<file path="src/pkg/sipp_regs.vh">
// constants for the serial programming port
`ifndef SIPP_REGS_VH
`define SIPP_REGS_VH
`define SIPP_OP_ENABLE 8'hac
`define SIPP_OP_ECHO 8'h53
`define SIPP_OP_ERASE 8'h80
`define SIPP_OP_POLL 8'hf0
`define SIPP_OP_LD_EXT 8'h4d
`define SIPP_OP_LD_HI 8'h48
`define SIPP_OP_LD_LO 8'h40
`define SIPP_OP_LD_EE 8'hc1
`define SIPP_OP_RD_HI 8'h28
`define SIPP_OP_RD_LO 8'h20
`define SIPP_OP_WR_PAGE 8'h4c
`define SIPP_OP_RD_EE 8'ha0
`define SIPP_OP_WR_EE 8'hc0
`define SIPP_OP_WR_EEPG 8'hc2
`define SIPP_OP_RD_LOCK 8'h58
`define SIPP_OP_RD_FUSE 8'h50
`define SIPP_OP_RD_SIG 8'h30
`define SIPP_OP_RD_CAL 8'h38
`define SIPP_B2_EXT 8'h08
`define SIPP_B2_WR_LOCK 8'he0
`define SIPP_B2_WR_FUSE 8'ha0
`define SIPP_B2_WR_FHI 8'ha8
`define SIPP_B2_WR_FEXT 8'ha4
`define SIPP_FUSE_RESET 8'hff
`define SIPP_ERASED 8'hff
`define SIPP_CLK_MHZ 100
`define SIPP_FLASH_WAIT_US 4500
`define SIPP_EEPROM_WAIT_US 9000
`define SIPP_FLASH_WAIT_CYC (`SIPP_FLASH_WAIT_US * `SIPP_CLK_MHZ)
`define SIPP_EEPROM_WAIT_CYC (`SIPP_EEPROM_WAIT_US * `SIPP_CLK_MHZ)
`define SIPP_FIFO_DEPTH 16
`define SIPP_FIFO_AW 4
`define SIPP_CMD_W 32
`endif

</file>
<file path="src/hw/sipp_fifo.v">
// parameterised valid/ready word fifo
`timescale 1ns/1ps
module sipp_fifo #(
   parameter WIDTH = 32,
   parameter DEPTH = 16,
   parameter AW = 4
) (
   input wire clk_sys,
   input wire rst,
   input wire [WIDTH-1:0] in_data,
   input wire in_valid,
   output wire in_ready,
   output wire [WIDTH-1:0] out_data,
   output wire out_valid,
   input wire out_ready
);
   reg [WIDTH-1:0] mem_reg [0:DEPTH-1];
   reg [AW-1:0] wr_reg;
   reg [AW-1:0] rd_reg;
   reg [AW:0] cnt_reg;
   wire push;
   wire pop;
   assign in_ready = (cnt_reg != DEPTH[AW:0]);
   assign out_valid = (cnt_reg != {(AW+1){1'b0}});
   assign out_data = mem_reg[rd_reg];
   assign push = in_valid & in_ready;
   assign pop = out_valid & out_ready;
   always @(posedge clk_sys) begin
      if (push) begin
         mem_reg[wr_reg] <= in_data;
      end
      if (rst) begin
         wr_reg <= {AW{1'b0}};
         rd_reg <= {AW{1'b0}};
         cnt_reg <= {(AW+1){1'b0}};
      end else begin
         if (push) begin
            wr_reg <= wr_reg + 1'b1;
         end
         if (pop) begin
            rd_reg <= rd_reg + 1'b1;
         end
         if (push & ~pop) begin
            cnt_reg <= cnt_reg + 1'b1;
         end else if (pop & ~push) begin
            cnt_reg <= cnt_reg - 1'b1;
         end
      end
   end
endmodule // sipp_fifo

</file>
<file path="src/hw/sipp_port.v">
// serial in-system programming port, device side
`timescale 1ns/1ps
`include "sipp_regs.vh"
module sipp_port #(
   parameter FLASH_WAIT = `SIPP_FLASH_WAIT_CYC,
   parameter EEPROM_WAIT = `SIPP_EEPROM_WAIT_CYC
) (
   input wire clk_sys,
   input wire rst,
   input wire rst_pin_n,
   input wire sck,
   input wire mosi,
   output reg miso,
   output reg prog_mode,
   output reg prog_pending_flag,
   output reg [1:0] mem_op,
   output reg [15:0] mem_addr,
   output reg [7:0] mem_wdata,
   input wire [7:0] mem_rdata,
   output reg [7:0] fuse_low,
   output reg [7:0] fuse_high,
   output reg [7:0] fuse_ext,
   output reg [7:0] lock_bits,
   output reg [7:0] ee_wr_addr_hi
);
   // mem_op: 0 idle, 1 flash page commit, 2 eeprom byte write, 3 chip erase
   // ------------------------------------------------------------
   // input synchronisers
   // ------------------------------------------------------------
   reg [1:0] sck_sync_reg;
   reg [1:0] mosi_sync_reg;
   reg [1:0] rstn_sync_reg;
   reg sck_last_reg;
   wire sck_rise;
   wire sck_fall;
   always @(posedge clk_sys) begin
      if (rst) begin
         sck_sync_reg <= 2'b00;
         mosi_sync_reg <= 2'b00;
         rstn_sync_reg <= 2'b11;
         sck_last_reg <= 1'b0;
      end else begin
         sck_sync_reg <= {sck_sync_reg[0], sck};
         mosi_sync_reg <= {mosi_sync_reg[0], mosi};
         rstn_sync_reg <= {rstn_sync_reg[0], rst_pin_n};
         sck_last_reg <= sck_sync_reg[1];
      end
   end
   assign sck_rise = sck_sync_reg[1] & ~sck_last_reg;
   assign sck_fall = ~sck_sync_reg[1] & sck_last_reg;
   // ------------------------------------------------------------
   // shift engine
   // ------------------------------------------------------------
   reg [31:0] shift_reg;
   reg [4:0] bit_reg;
   reg [7:0] tx_reg;
   reg [7:0] tx_next;
   reg enabled_reg;
   reg cmd_valid_reg;
   wire cmd_ready;
   wire [31:0] cmd_data;
   wire cmd_valid;
   reg cmd_take;
   wire [31:0] shift_next;
   assign shift_next = {shift_reg[30:0], mosi_sync_reg[1]};
   // page buffers and stored extended address
   reg [7:0] flash_lo_reg [0:127];
   reg [7:0] flash_hi_reg [0:127];
   reg [7:0] ee_buf_reg [0:3];
   reg [7:0] ext_addr_reg;
   reg [31:0] wait_reg;
   wire busy;
   assign busy = (wait_reg != 32'h0) | cmd_valid;
   function [7:0] rd_cfg;
      input [31:0] w;
      begin
         rd_cfg = 8'hff;
         case (w[31:24])
            `SIPP_OP_POLL: rd_cfg = {7'h00, busy};
            `SIPP_OP_RD_LOCK: rd_cfg = (w[23:16] == `SIPP_B2_EXT) ? fuse_high : lock_bits;
            `SIPP_OP_RD_FUSE: rd_cfg = (w[23:16] == `SIPP_B2_EXT) ? fuse_ext : fuse_low;
            `SIPP_OP_RD_SIG: rd_cfg = mem_rdata;
            `SIPP_OP_RD_CAL: rd_cfg = mem_rdata;
            `SIPP_OP_RD_HI: rd_cfg = mem_rdata;
            `SIPP_OP_RD_LO: rd_cfg = mem_rdata;
            `SIPP_OP_RD_EE: rd_cfg = mem_rdata;
            default: rd_cfg = 8'hff;
         endcase
      end
   endfunction
   always @* begin
      tx_next = tx_reg;
      if (bit_reg == 5'd16) begin
         // second byte is the newest one in the shifter after sixteen bits
         tx_next = shift_reg[7:0];
      end else if (bit_reg == 5'd24) begin
         tx_next = rd_cfg({shift_reg[23:0], 8'h00});
      end else if (bit_reg == 5'd0) begin
         tx_next = 8'h00;
      end
   end
   // ------------------------------------------------------------
   // serial clock handling
   // ------------------------------------------------------------
   always @(posedge clk_sys) begin
      cmd_take <= 1'b0;
      if (rst | rstn_sync_reg[1]) begin
         shift_reg <= 32'h0;
         bit_reg <= 5'd0;
         tx_reg <= 8'h00;
         miso <= 1'b0;
         enabled_reg <= 1'b0;
         prog_mode <= 1'b0;
      end else begin
         prog_mode <= enabled_reg;
         if (sck_rise) begin
            shift_reg <= shift_next;
            bit_reg <= bit_reg + 5'd1;
            if (bit_reg == 5'd31) begin
               cmd_take <= 1'b1;
               if (shift_next[31:16] == {`SIPP_OP_ENABLE, `SIPP_OP_ECHO}) begin
                  enabled_reg <= 1'b1;
               end
            end
         end
         if (sck_fall) begin
            if (bit_reg[2:0] == 3'd0) begin
               tx_reg <= {tx_next[6:0], 1'b0};
               miso <= tx_next[7];
            end else begin
               tx_reg <= {tx_reg[6:0], 1'b0};
               miso <= tx_reg[7];
            end
         end
      end
   end
   // read address presented to memory as soon as byte three lands
   always @(posedge clk_sys) begin
      if (rst) begin
         mem_addr <= 16'h0;
      end else if (sck_rise && bit_reg == 5'd23) begin
         case (shift_next[23:16])
            `SIPP_OP_RD_HI: mem_addr <= {shift_next[14:0], 1'b1};
            `SIPP_OP_RD_LO: mem_addr <= {shift_next[14:0], 1'b0};
            `SIPP_OP_RD_EE: mem_addr <= {6'h00, shift_next[9:0]};
            `SIPP_OP_RD_SIG: mem_addr <= {12'h000, shift_next[3:0]};
            default: mem_addr <= 16'h0;
         endcase
      end else if (cmd_valid && cmd_ready) begin
         case (cmd_data[31:24])
            `SIPP_OP_WR_PAGE: mem_addr <= {ext_addr_reg, cmd_data[23:16]};
            `SIPP_OP_WR_EE: mem_addr <= {6'h00, cmd_data[17:8]};
            `SIPP_OP_WR_EEPG: mem_addr <= {6'h00, cmd_data[17:10], 2'b00};
            default: mem_addr <= mem_addr;
         endcase
      end
   end
   // ------------------------------------------------------------
   // command queue; only words from the enabling word onward enter
   // ------------------------------------------------------------
   always @(posedge clk_sys) begin
      if (rst) begin
         cmd_valid_reg <= 1'b0;
      end else begin
         cmd_valid_reg <= cmd_take & enabled_reg;
      end
   end
   sipp_fifo #(
      .WIDTH(`SIPP_CMD_W),
      .DEPTH(`SIPP_FIFO_DEPTH),
      .AW(`SIPP_FIFO_AW)
   ) u_fifo (
      .clk_sys(clk_sys),
      .rst(rst | rstn_sync_reg[1]),
      .in_data(shift_reg),
      .in_valid(cmd_valid_reg),
      .in_ready(),
      .out_data(cmd_data),
      .out_valid(cmd_valid),
      .out_ready(cmd_ready)
   );
   // executor stalls while a self-timed write runs
   assign cmd_ready = (wait_reg == 32'h0);
   // ------------------------------------------------------------
   // command executor
   // ------------------------------------------------------------
   integer i;
   always @(posedge clk_sys) begin
      if (rst) begin
         wait_reg <= 32'h0;
         ext_addr_reg <= 8'h00;
         mem_op <= 2'd0;
         mem_wdata <= 8'h00;
         prog_pending_flag <= 1'b0;
         fuse_low <= `SIPP_FUSE_RESET;
         fuse_high <= `SIPP_FUSE_RESET;
         fuse_ext <= `SIPP_FUSE_RESET;
         lock_bits <= `SIPP_FUSE_RESET;
         ee_wr_addr_hi <= 8'h00;
         for (i = 0; i < 128; i = i + 1) begin
            flash_lo_reg[i] <= `SIPP_ERASED;
            flash_hi_reg[i] <= `SIPP_ERASED;
         end
         for (i = 0; i < 4; i = i + 1) begin
            ee_buf_reg[i] <= `SIPP_ERASED;
         end
      end else begin
         mem_op <= 2'd0;
         prog_pending_flag <= busy;
         if (wait_reg != 32'h0) begin
            wait_reg <= wait_reg - 32'h1;
         end
         if (cmd_valid && cmd_ready) begin
            case (cmd_data[31:24])
               `SIPP_OP_LD_EXT: ext_addr_reg <= cmd_data[15:8];
               `SIPP_OP_LD_LO: flash_lo_reg[cmd_data[14:8]] <= cmd_data[7:0];
               `SIPP_OP_LD_HI: flash_hi_reg[cmd_data[14:8]] <= cmd_data[7:0];
               `SIPP_OP_LD_EE: ee_buf_reg[cmd_data[9:8]] <= cmd_data[7:0];
               `SIPP_OP_WR_PAGE: begin
                  mem_op <= 2'd1;
                  wait_reg <= FLASH_WAIT;
               end
               `SIPP_OP_WR_EE: begin
                  mem_op <= 2'd2; // erase-then-write is one self-timed op
                  mem_wdata <= cmd_data[7:0];
                  ee_wr_addr_hi <= {6'h00, cmd_data[17:16]};
                  wait_reg <= EEPROM_WAIT;
               end
               `SIPP_OP_WR_EEPG: begin
                  mem_op <= 2'd2;
                  mem_wdata <= ee_buf_reg[0];
                  wait_reg <= EEPROM_WAIT;
               end
               `SIPP_OP_ENABLE: begin
                  case (cmd_data[23:16])
                     `SIPP_OP_ERASE: begin
                        mem_op <= 2'd3;
                        wait_reg <= EEPROM_WAIT;
                        for (i = 0; i < 128; i = i + 1) begin
                           flash_lo_reg[i] <= `SIPP_ERASED;
                           flash_hi_reg[i] <= `SIPP_ERASED;
                        end
                     end
                     `SIPP_B2_WR_LOCK: lock_bits <= cmd_data[7:0] & lock_bits;
                     `SIPP_B2_WR_FUSE: fuse_low <= cmd_data[7:0];
                     `SIPP_B2_WR_FHI: fuse_high <= cmd_data[7:0];
                     `SIPP_B2_WR_FEXT: fuse_ext <= cmd_data[7:0];
                     default: ;
                  endcase
               end
               default: ;
            endcase
         end
      end
   end
endmodule // sipp_port

</file>
<file path="config.mk">
export PLATFORM = sky130hd
export DESIGN_NAME = sipp_port
export DESIGN_NICKNAME = d
export VERILOG_FILES = /design/src/hw/sipp_fifo.v /design/src/hw/sipp_port.v
export VERILOG_INCLUDE_DIRS = /design/src /design/src/pkg
export SDC_FILE = /design/constraint.sdc
export NUM_CORES = 1
export LEC_CHECK = 0
export BUFFER_PORTS_ARGS = -buffer_cell sky130_fd_sc_hd__buf_2
export CAP_MARGIN = 20
export CORE_ASPECT_RATIO = 1.1
export CORE_UTILIZATION = 62
export DETAILED_ROUTE_END_ITERATION = 8
export PLACE_DENSITY = 0.79
export REMOVE_ABC_BUFFERS = 1
export SLEW_MARGIN = 0
export SYNTH_ARGS = -nofsm -noshare
export SYNTH_HDL_FRONTEND = slang
export SYNTH_HIERARCHICAL = 1
export SYNTH_SLANG_ARGS = --single-unit
export TNS_END_PERCENT = 30
</file>
<file path="constraint.sdc">
create_clock -name clk_sys -period 5.4 [get_ports clk_sys]
set_input_delay 0.54 -clock clk_sys [delete_from_list [all_inputs] [get_ports clk_sys]]
set_output_delay 0.54 -clock clk_sys [all_outputs]
set_load 0.02 [all_outputs]
</file>
==> results of run 1 <==
==> critical path, stage by stage (launching register included) <==
cell	delay, ns
dfxtp_4	0.85
buf_12	0.46
mux4_2	0.59
a22oi_1	0.25
nand2_1	0.15
nor2_1	0.17
nor4b_1	0.45
a211oi_1	0.15
a211oi_1	0.47
a21o_1	0.55
nor2_1	0.13
==> metal layers <==
layer,vias to the layer above,global-route usage (%)
met1,8471,41.1
li1,7087,-
met3,219,6.97
met5,-,0
met2,1190,50.8
met4,0,15.7
==> through the flow <==
stage | total power, mW | hold slack [ns] | area, um^2
after global placement | 6.79 | 0.394 | 28800
after detailed placement | 6.83 | 0.406 | 28800
final | 11.2 | 0.131 | 30900
after CTS | 11.3 | 0.113 | 30900
after global routing | 11.5 | 0.117 | 30900
after floorplan | 6.61 | 0.389 | 27300
==> cell type report <==
class                   count  area (um^2)
clock buffers              96         1880
clock inverters            27          199
fillers                  2609        12800
inverters                  27          101
multi-input cells         953         8180
flip-flops and latches    694        19100
well taps                 574          718
repair buffers            117          713
==> worst paths after layout <==
kind                           end  slack (ns)  cells past startpoint
setup / recovery      wait_reg[20]        0.97                     10
hold / removal    rstn_sync_reg[0]        0.13                      2
setup reg to reg      wait_reg[20]        0.97                     10
hold reg to reg   rstn_sync_reg[1]        0.42                      1
==> power groups by stage <==
stage	Sequential (mW)	Combinational [mW]	Clock, mW
2_1_floorplan	5.94	0.668	0
3_3_place_gp	5.95	0.839	0
3_5_place_dp	5.96	0.872	0
4_1_cts	5.84	0.879	4.53
5_1_grt	5.85	0.970	4.72
6_report	5.85	0.892	4.49
==> summary.md, run 1 <==
| Metric | Value |
|---|---|
| Starting Density | `roughly 63%` |
| Clk root buf | `clkbuf_16` |
| Post CTS Setup Buffer Count | `0` |
| Vias in the first global route | `16875` |
| Top layer in use | `met4` |
| Total global-route track usage | `a little under a third` |
| Cell Rows | `80` |
| Initial antenna violation count | `0` |
| Post-DP HPWL | `approximately 40000 um` |
| Max Slew Vio Count | `0` |
| CP Max Fanout | `52` |
| Non-filler cells, final | `roughly 2500` |
| Pleak | `slightly above 10 nW` |
| Pin count of the biggest net entering global routing | `53` |
| WS Path Type | `register to register` |
| Largest register FFs | `a little over 500` |
| Final ANT Viol Nets | `0` |
| Status | `completed` |
| H-tree depth | `3` |
| Io pins | `between 80 and 90` |
| Met2 WL post-DR | `~34000 um` |
| DRT Pass-1 Iters | `7` |
| Final period util | `just over 80%` |
| CP startpoint kind | `register` |
| Die height | `roughly 220 um` |
| Chip width | `~200 um` |
| Power density cells | `364 nW/um^2` |
| Clock network power share | `about two fifths` |
| CTS max path bufs | `3` |
| Most frequent cells in the layout | `edfxtp_1, dfxtp_1, nand2_1` |
| Final nets | `1888` |
| Sw Share | `23.8%` |
| Final setup margin | `just under 1 ns` |
| Setup_tns | `0 ns` |
| # clock sinks | `694` |
| Core ar. | `43700 um^2` |
| Hold-fix buffers, CTS | `0` |
| Detailed Route Iter0 Violations | `2527` |
| Cell Count Post-Placement | `2364` |
| Die area | `45600 um^2` |
| Grt total ovfl | `0` |
| Port bufs | `75` |
| Yosys warnings | `6` |
| TritonCTS clock tree | `yes` |
| Peak supply drop | `between 200 and 250 uV` |
| Syn Inst Count | `about 1800` |
| NetSw | `around 2.7 mW` |
| Internal | `about 8.6 mW` |
| Syn Std Cell Area | `27800 um^2` |
| Logic pwr share | `7.9%` |
| Clock slew at reported path FFs | `about 0.060 ns` |
| Via count | `roughly 17000` |
| Critical Path RT | `between 5 and 6 ns` |
| Post-Route WL | `between 70000 and 80000 um` |
| Max Fclk | `approximately 230 MHz` |
| Worst hold path type | `input port to register` |
| Area Growth Syn to Fin | `11.2%` |
| Worst Path Arrival | `4.90 ns` |
| Commonest non-fill, non-tap cell in the layout | `edfxtp_1` |
| Setup crit end kind | `register` |
| Least-Margin Pin Slew | `between 0.9 and 1 ns` |
| Final core occ | `between 70% and 80%` |
| DR WL met3 | `roughly 8500 um` |
| Share of cells above drive strength 1 | `about a fifth` |
| Slew HR | `between 30% and 40%` |
| Ant. Diodes | `0` |
| Syn avg cell area | `15.7 um^2` |
| Hold Fails Final Rpt | `0` |
| Setup WS pre-CTS | `about 1.1 ns` |
| Hold path startpoint | `rst_pin_n` |
| Drt via density | `a little under 7` |
| Cts repair resizes | `0` |
| TritonCTS buffer count | `67` |
| Setup violations, final | `0` |
| Max-Cap Viols | `0` |
| Minimum clock period | `around 4.4 ns` |
| M1 WL | `25000 um` |
| Latest clock arrival within the worst-skew pair | `0.62 ns` |
| Wire per inst | `roughly 28 um` |
| Gp weighted congestion | `between 0.8 and 0.9` |
| Final setup skew | `~0.027 ns` |
| # DRC | `0` |
| RSZ-0062 raised after global routing | `false` |
| Global-route wire length before repair | `104000 um` |
| Sequential power share | `between 50 and 60%` |
Note: power is estimated with default switching activity, not from simulation.
==> inputs of run 2 (changes only) <==
--- a/config.mk
+++ b/config.mk
@@ -9,9 +9,9 @@
 export BUFFER_PORTS_ARGS = -buffer_cell sky130_fd_sc_hd__buf_2
 export CAP_MARGIN = 20
 export CORE_ASPECT_RATIO = 1.1
-export CORE_UTILIZATION = 62
+export CORE_UTILIZATION = 56
 export DETAILED_ROUTE_END_ITERATION = 8
-export PLACE_DENSITY = 0.79
+export PLACE_DENSITY = 0.76
 export REMOVE_ABC_BUFFERS = 1
 export SLEW_MARGIN = 0
 export SYNTH_ARGS = -nofsm -noshare
==> constraint.sdc (replaced) <==
create_clock -name clk_sys -period 3.8 [get_ports clk_sys]
set_input_delay 0.38 -clock clk_sys [delete_from_list [all_inputs] [get_ports clk_sys]]
set_output_delay 0.38 -clock clk_sys [all_outputs]
set_load 0.02 [all_outputs]
==> summary.md, run 2 (synthesis results as in run 1) <==
| Metric | Value |
|---|---|
| Area Growth Syn to Fin | `13.8%` |
| Post-Route WL | `approximately 70000 um` |
| RSZ-0062 raised after global routing | `false` |
| Post CTS Setup Buffer Count | `0` |
| DRT Pass-1 Iters | `5` |
| Final setup margin | `~0.24 ns` |
| Gp weighted congestion | `0.936` |
| Ant. Diodes | `0` |
| Status | `completed` |
| Vias in the first global route | `roughly 17000` |
| Final ANT Viol Nets | `0` |
| Worst Path Arrival | `slightly above 4 ns` |
| Setup violations, final | `0` |
| Share of cells above drive strength 1 | `between 20% and 30%` |
| Setup crit end | `mem_addr[11]` |
| Minimum clock period | `roughly 3.6 ns` |
| Final period util | `between 90% and 100%` |
| Initial antenna violation count | `1` |
| CP startpoint kind | `register` |
| Hold WS | `roughly 0.15 ns` |
| Peak supply drop | `slightly below 500 uV` |
| Least-Margin Pin Slew | `1.14 ns` |
| Critical Path RT | `about 4.3 ns` |
| Reg2reg path depth | `10` |
| Port bufs | `between 70 and 80` |
| Final core occ | `between 60 and 70%` |
| CP Max Fanout | `33` |
| Worst hold path type | `input port to register` |
| # clock sinks | `694` |
| Most frequent cells in the layout | `edfxtp_1, dfxtp_1, nand2_1` |
| Post-DP HPWL | `approximately 43000 um` |
| TritonCTS buffer count | `roughly 70` |
| Hold Fails Final Rpt | `0` |
| Max-Cap Viols | `0` |
| Die height | `about 240 um` |
| Clk root buf | `clkbuf_16` |
| Die area | `50500 um^2` |
| Clock slew at reported path FFs | `roughly 0.060 ns` |
| Total global-route track usage | `28.2%` |
| Final setup skew | `between 0.03 and 0.04 ns` |
| Drt via density | `between 6 and 7` |
| WS Path Type | `register to register` |
| Setup WS pre-CTS | `approximately 0.06 ns` |
| Commonest non-fill, non-tap cell in the layout | `edfxtp_1` |
| Power density cells | `slightly above 500 nW/um^2` |
| Pleak | `10.4 nW` |
| Core ar. | `48900 um^2` |
| Starting Density | `56.8%` |
| H-tree depth | `3` |
| RR Endpoint | `mem_addr[11]` |
| # DRC | `0` |
| Detailed Route Iter0 Violations | `2003` |
| Max Slew Vio Count | `0` |
| Max Fclk | `roughly 280 MHz` |
| Chip width | `about 210 um` |
| CTS max path bufs | `3` |
| Setup crit end kind | `register` |
| Latest clock arrival within the worst-skew pair | `around 0.62 ns` |
| Cell Count Post-Placement | `2483` |
| Global-route wire length before repair | `about 100000 um` |
| Cell Rows | `85` |
| Final nets | `1933` |
| Slew HR | `24.0%` |
| Via count | `16881` |
| Pin count of the biggest net entering global routing | `62` |
| Non-filler cells, final | `approximately 2600` |
| R2r setup slk | `between 0.2 and 0.25 ns` |
| TritonCTS clock tree | `yes` |
| Wire per inst | `approximately 27 um` |
| Largest register FFs | `roughly 510` |
| Io pins | `82` |
| Setup_tns | `0 ns` |
| Grt total ovfl | `0` |
[run 2: power breakdown]
| part | internal, mW | switching (mW) | total, mW | leakage, nW |
|---|---|---|---|---|
| logic | 0.469 | 0.853 | 1.32 | 3.14 |
| clock network | 3.85 | 2.82 | 6.66 | 1.07 |
| registers | 8.18 | 0.136 | 8.31 | 6.21 |
| total | 12.5 | 3.80 | 16.3 | 10.4 |
[run 2: metal layers]
layer	track usage [%]	share of wire [%]	vias up
met5	0	0.019	-
met4	12.5	3.8	2
met3	5.19	9.8	185
met2	45.3	49	1002
met1	37.8	38	8520
li1	-	-	7172
[run 2: what timing repair did]
item                                   CTS  global route
endpoints found under the hold margin    3             0
gates resized for setup                  0             9
setup endpoints to repair                0            56
hold buffers                             3             0
[run 2: layout make-up]
| class | instances | area, um^2 |
|---|---|---|
| timing repair buffer | 160 | 1140 |
| fill | 3316 | 17300 |
| multi-input combinational | 953 | 8210 |
| tap | 652 | 816 |
| inverter | 27 | 101 |
| clock inverter | 24 | 221 |
| sequential | 694 | 19100 |
| clock buffer | 104 | 1990 |
[run 2: how the worst min path moves through the flow]
stage,start,endpoint,slack (ns),cells past startpoint
after floorplan,rstn_sync_reg[0],rstn_sync_reg[1],0.39,1
after CTS,mem_rdata[7],miso,0.11,3
after global routing,mem_rdata[4],tx_reg[5],0.16,4
after detailed placement,rstn_sync_reg[0],rstn_sync_reg[1],0.40,1
final,mem_rdata[6],tx_reg[7],0.15,3
after global placement,rstn_sync_reg[0],rstn_sync_reg[1],0.39,1
[run 2: critical path: stages, from the launching register on]
cell and delay [ns]:
dfxtp_4 0.50, buf_12 0.31, mux4_2 0.54, a22oi_1 0.23
nand2_1 0.17, or2b_1 0.29, or3_4 0.38, a211oi_4 0.32
a21o_2 0.39, nor2_1 0.07, nor3_1 0.23
[run 2: metrics by stage]
step	instance area [um^2]	power (mW)
floorplan	27300	9.39
global placement	29300	9.71
finish	31600	16.3
detailed placement	29300	9.75
global route	31600	16.8
CTS	31600	16.4
==> inputs of run 3 (changes only) <==
--- a/config.mk
+++ b/config.mk
@@ -11,11 +11,10 @@
 export CORE_ASPECT_RATIO = 1.1
 export CORE_UTILIZATION = 56
 export DETAILED_ROUTE_END_ITERATION = 8
-export PLACE_DENSITY = 0.76
+export PLACE_DENSITY = 0.78
 export REMOVE_ABC_BUFFERS = 1
 export SLEW_MARGIN = 0
 export SYNTH_ARGS = -nofsm -noshare
 export SYNTH_HDL_FRONTEND = slang
-export SYNTH_HIERARCHICAL = 1
 export SYNTH_SLANG_ARGS = --single-unit
 export TNS_END_PERCENT = 30
==> summary.md, run 3 <==
| Metric | Value |
|---|---|
| Status | `completed` |
| Slowest cell on crit path | `dfxtp_4` |
| Syn Std Cell Area | `27900 um^2` |
| CP Max Fanout | `22` |
| TritonCTS buffer count | `69` |
| Hold WS | `around 0.27 ns` |
| Yosys warnings | `0` |
| Total global-route track usage | `roughly 28%` |
| Wire per inst | `about 27 um` |
| Post-synth top cells | `edfxtp_1, dfxtp_1, nor2_1` |
| CP startpoint kind | `register` |
| Least-Margin Pin Slew | `1.13 ns` |
| # DRC | `0` |
| Setup crit end kind | `register` |
| GR Layer Usage met1 | `a little under two fifths` |
| Critical Path RT | `between 4 and 5 ns` |
| Setup WS pre-CTS | `around 0.19 ns` |
| Final core occ | `64.6%` |
| Grt total ovfl | `0` |
| Largest stage delay, worst path | `about 0.64 ns` |
| Design area | `~32000 um^2` |
| Final period util | `~95%` |
| CP most frequent cell | `buf_4` |
| Core ar. | `a little under 50000 um^2` |
| H-tree depth | `3` |
| CTS max path bufs | `3` |
| TritonCTS clock tree | `yes` |
| Clock slew at reported path FFs | `around 0.070 ns` |
| WS Path Type | `register to register` |
| Commonest non-fill, non-tap cell in the layout | `edfxtp_1` |
| Worst hold path type | `input port to register` |
| Global-route wire length before repair | `between 100000 and 150000 um` |
| Syn avg cell area | `roughly 16 um^2` |
| Pleak | `10.6 nW` |
| Hold Fails Final Rpt | `0` |
| Slew HR | `24.8%` |
| Vias in the first global route | `16664` |
| Setup_tns | `0 ns` |
| Detailed Route Iter0 Violations | `about 2300` |
| Setup violations, final | `0` |
| Post-Route WL | `70400 um` |
| Latest clock arrival within the worst-skew pair | `0.60 ns` |
| RSZ-0062 raised after global routing | `false` |
| Post CTS Setup Buffer Count | `0` |
| Max Fclk | `between 200 and 300 MHz` |
| Minimum clock period | `3.60 ns` |
| Max Slew Vio Count | `0` |
| Via count | `between 15000 and 20000` |
| Non-filler cells, final | `2637` |
| Starting Density | `between 50% and 60%` |
| DRT Pass-1 Iters | `6` |
| Grt met3 use | `5.62%` |
| Die area | `around 50000 um^2` |
| Most common cell in the netlist | `edfxtp_1` |
| Post-DP HPWL | `~41000 um` |
| Port bufs | `75` |
| Max-Cap Viols | `0` |
| Total power | `15.9 mW` |
| Top cell type's share of synthesized area | `between 50 and 60%` |
| Cell Rows | `85` |
| Synthesized flop and latch total | `694` |
| Final nets | `roughly 2000` |
| Power density cells | `between 500 and 600 nW/um^2` |
| Pin count of the biggest net entering global routing | `56` |
| Die height | `236 um` |
| M2 GR Usage | `around 46%` |
| Final setup skew | `about 0.031 ns` |
| Top post-synthesis cells by area | `edfxtp_1, dfxtp_1, mux4_2, mux2i_1, nor2_1` |
| Post-synthesis sequential area ratio | `a little under 70%` |
| Io pins | `82` |
| Main synth FF type | `edfxtp_1` |
| Gp weighted congestion | `about 0.94` |
| GR peak layer | `met2` |
| Number of synthesized flops with an enable pin | `520` |
| Share of cells above drive strength 1 | `about 22%` |
| Final ANT Viol Nets | `0` |
| Area Growth Syn to Fin | `13.7%` |
| Synth cell types | `73` |
| Initial antenna violation count | `0` |
| Clk root buf | `clkbuf_16` |
| Reg2reg path depth | `9` |
| Instance area at placement | `around 30000 um^2` |
| Async set-reset flop share out of synthesis | `0%` |
| Peak supply drop | `~380 uV` |
| Syn Inst Count | `roughly 1800` |
| Hold Crit Depth | `5` |
| Most frequent cells in the layout | `edfxtp_1, dfxtp_1, nor2_1` |
| Final setup margin | `0.199 ns` |
| # clock sinks | `694` |
| Cell Count Post-Placement | `~2500` |
| Worst path cell trace | `buf_4, mux4_2, a22o_1, nor2_1, nand4_1, or4_4, a2111oi_4, buf_4, a21oi_1` |
| Biggest area consumer among synthesized cells | `edfxtp_1` |
| Drt via density | `between 6 and 7` |
| Chip width | `approximately 210 um` |
| Worst Path Arrival | `slightly above 4 ns` |
| Largest register FFs | `~510` |
## run 3: worst max-delay path: cells and delay by family, from the launching register on
family,cells,cell delay [ns]
and+or+nand+nor,3,1.21
DFF,1,0.64
AOI/OAI and AO/OA,3,0.62
muxes,1,0.51
buffers and inverters,2,0.49
## run 3: timing repair
action,4_1_cts,5_1_grt
gates resized for setup,0,0
hold buffers,3,0
endpoints found under the hold margin,3,0
## run 3: worst paths after layout
kind	from	end	slack, ns
setup / recovery	register	lock_bits[3]	0.20
hold / removal	mem_rdata[6]	tx_reg[7]	0.27
setup reg to reg	register	lock_bits[3]	0.20
hold reg to reg	rstn_sync_reg[0]	rstn_sync_reg[1]	0.42
## run 3: cells by family (layout without fill, tap and decap cells)
logic type               Yosys count  count (layout)  synth area share, %
AO/OA/AOI/OAI                    252             252                 5.96
XOR/XNOR                          42              42                 1.32
adder cells (fa/ha/maj)           14              14                0.654
buffers and inverters            129             312                 2.08
flip-flops                       694             694                 68.4
multiplexers                     222             222                 14.1
other                              1               7               0.0134
AND/OR/NAND/NOR                  442             442                 7.46
## run 3: cell type report
class | instances | area (um^2)
Clock buffer | 102 | 2030
Multi-Input combinational cell | 978 | 8380
Tap cell | 652 | 816
Inverter | 22 | 82.6
Sequential cell | 694 | 19100
Antenna cell | 1 | 2.50
Fill cell | 3371 | 17400
Clock inverter | 21 | 189
Timing Repair Buffer | 167 | 1140
## run 3: layer usage
| layer | up-vias | share of wire, % | wire length, um |
|---|---|---|---|
| li1 | 7226 | - | - |
| met1 | 8563 | 39 | 27100 |
| met2 | 962 | 49 | 34300 |
| met3 | 146 | 10 | 7040 |
| met4 | 0 | 2.8 | 1940 |
| met5 | - | 0 | 0 |
## run 3: power by group
part	switching [mW]	total, mW	internal (mW)
Sequential	0.103	8.25	8.15
Clock	2.78	6.68	3.90
Combinational	0.555	0.948	0.393
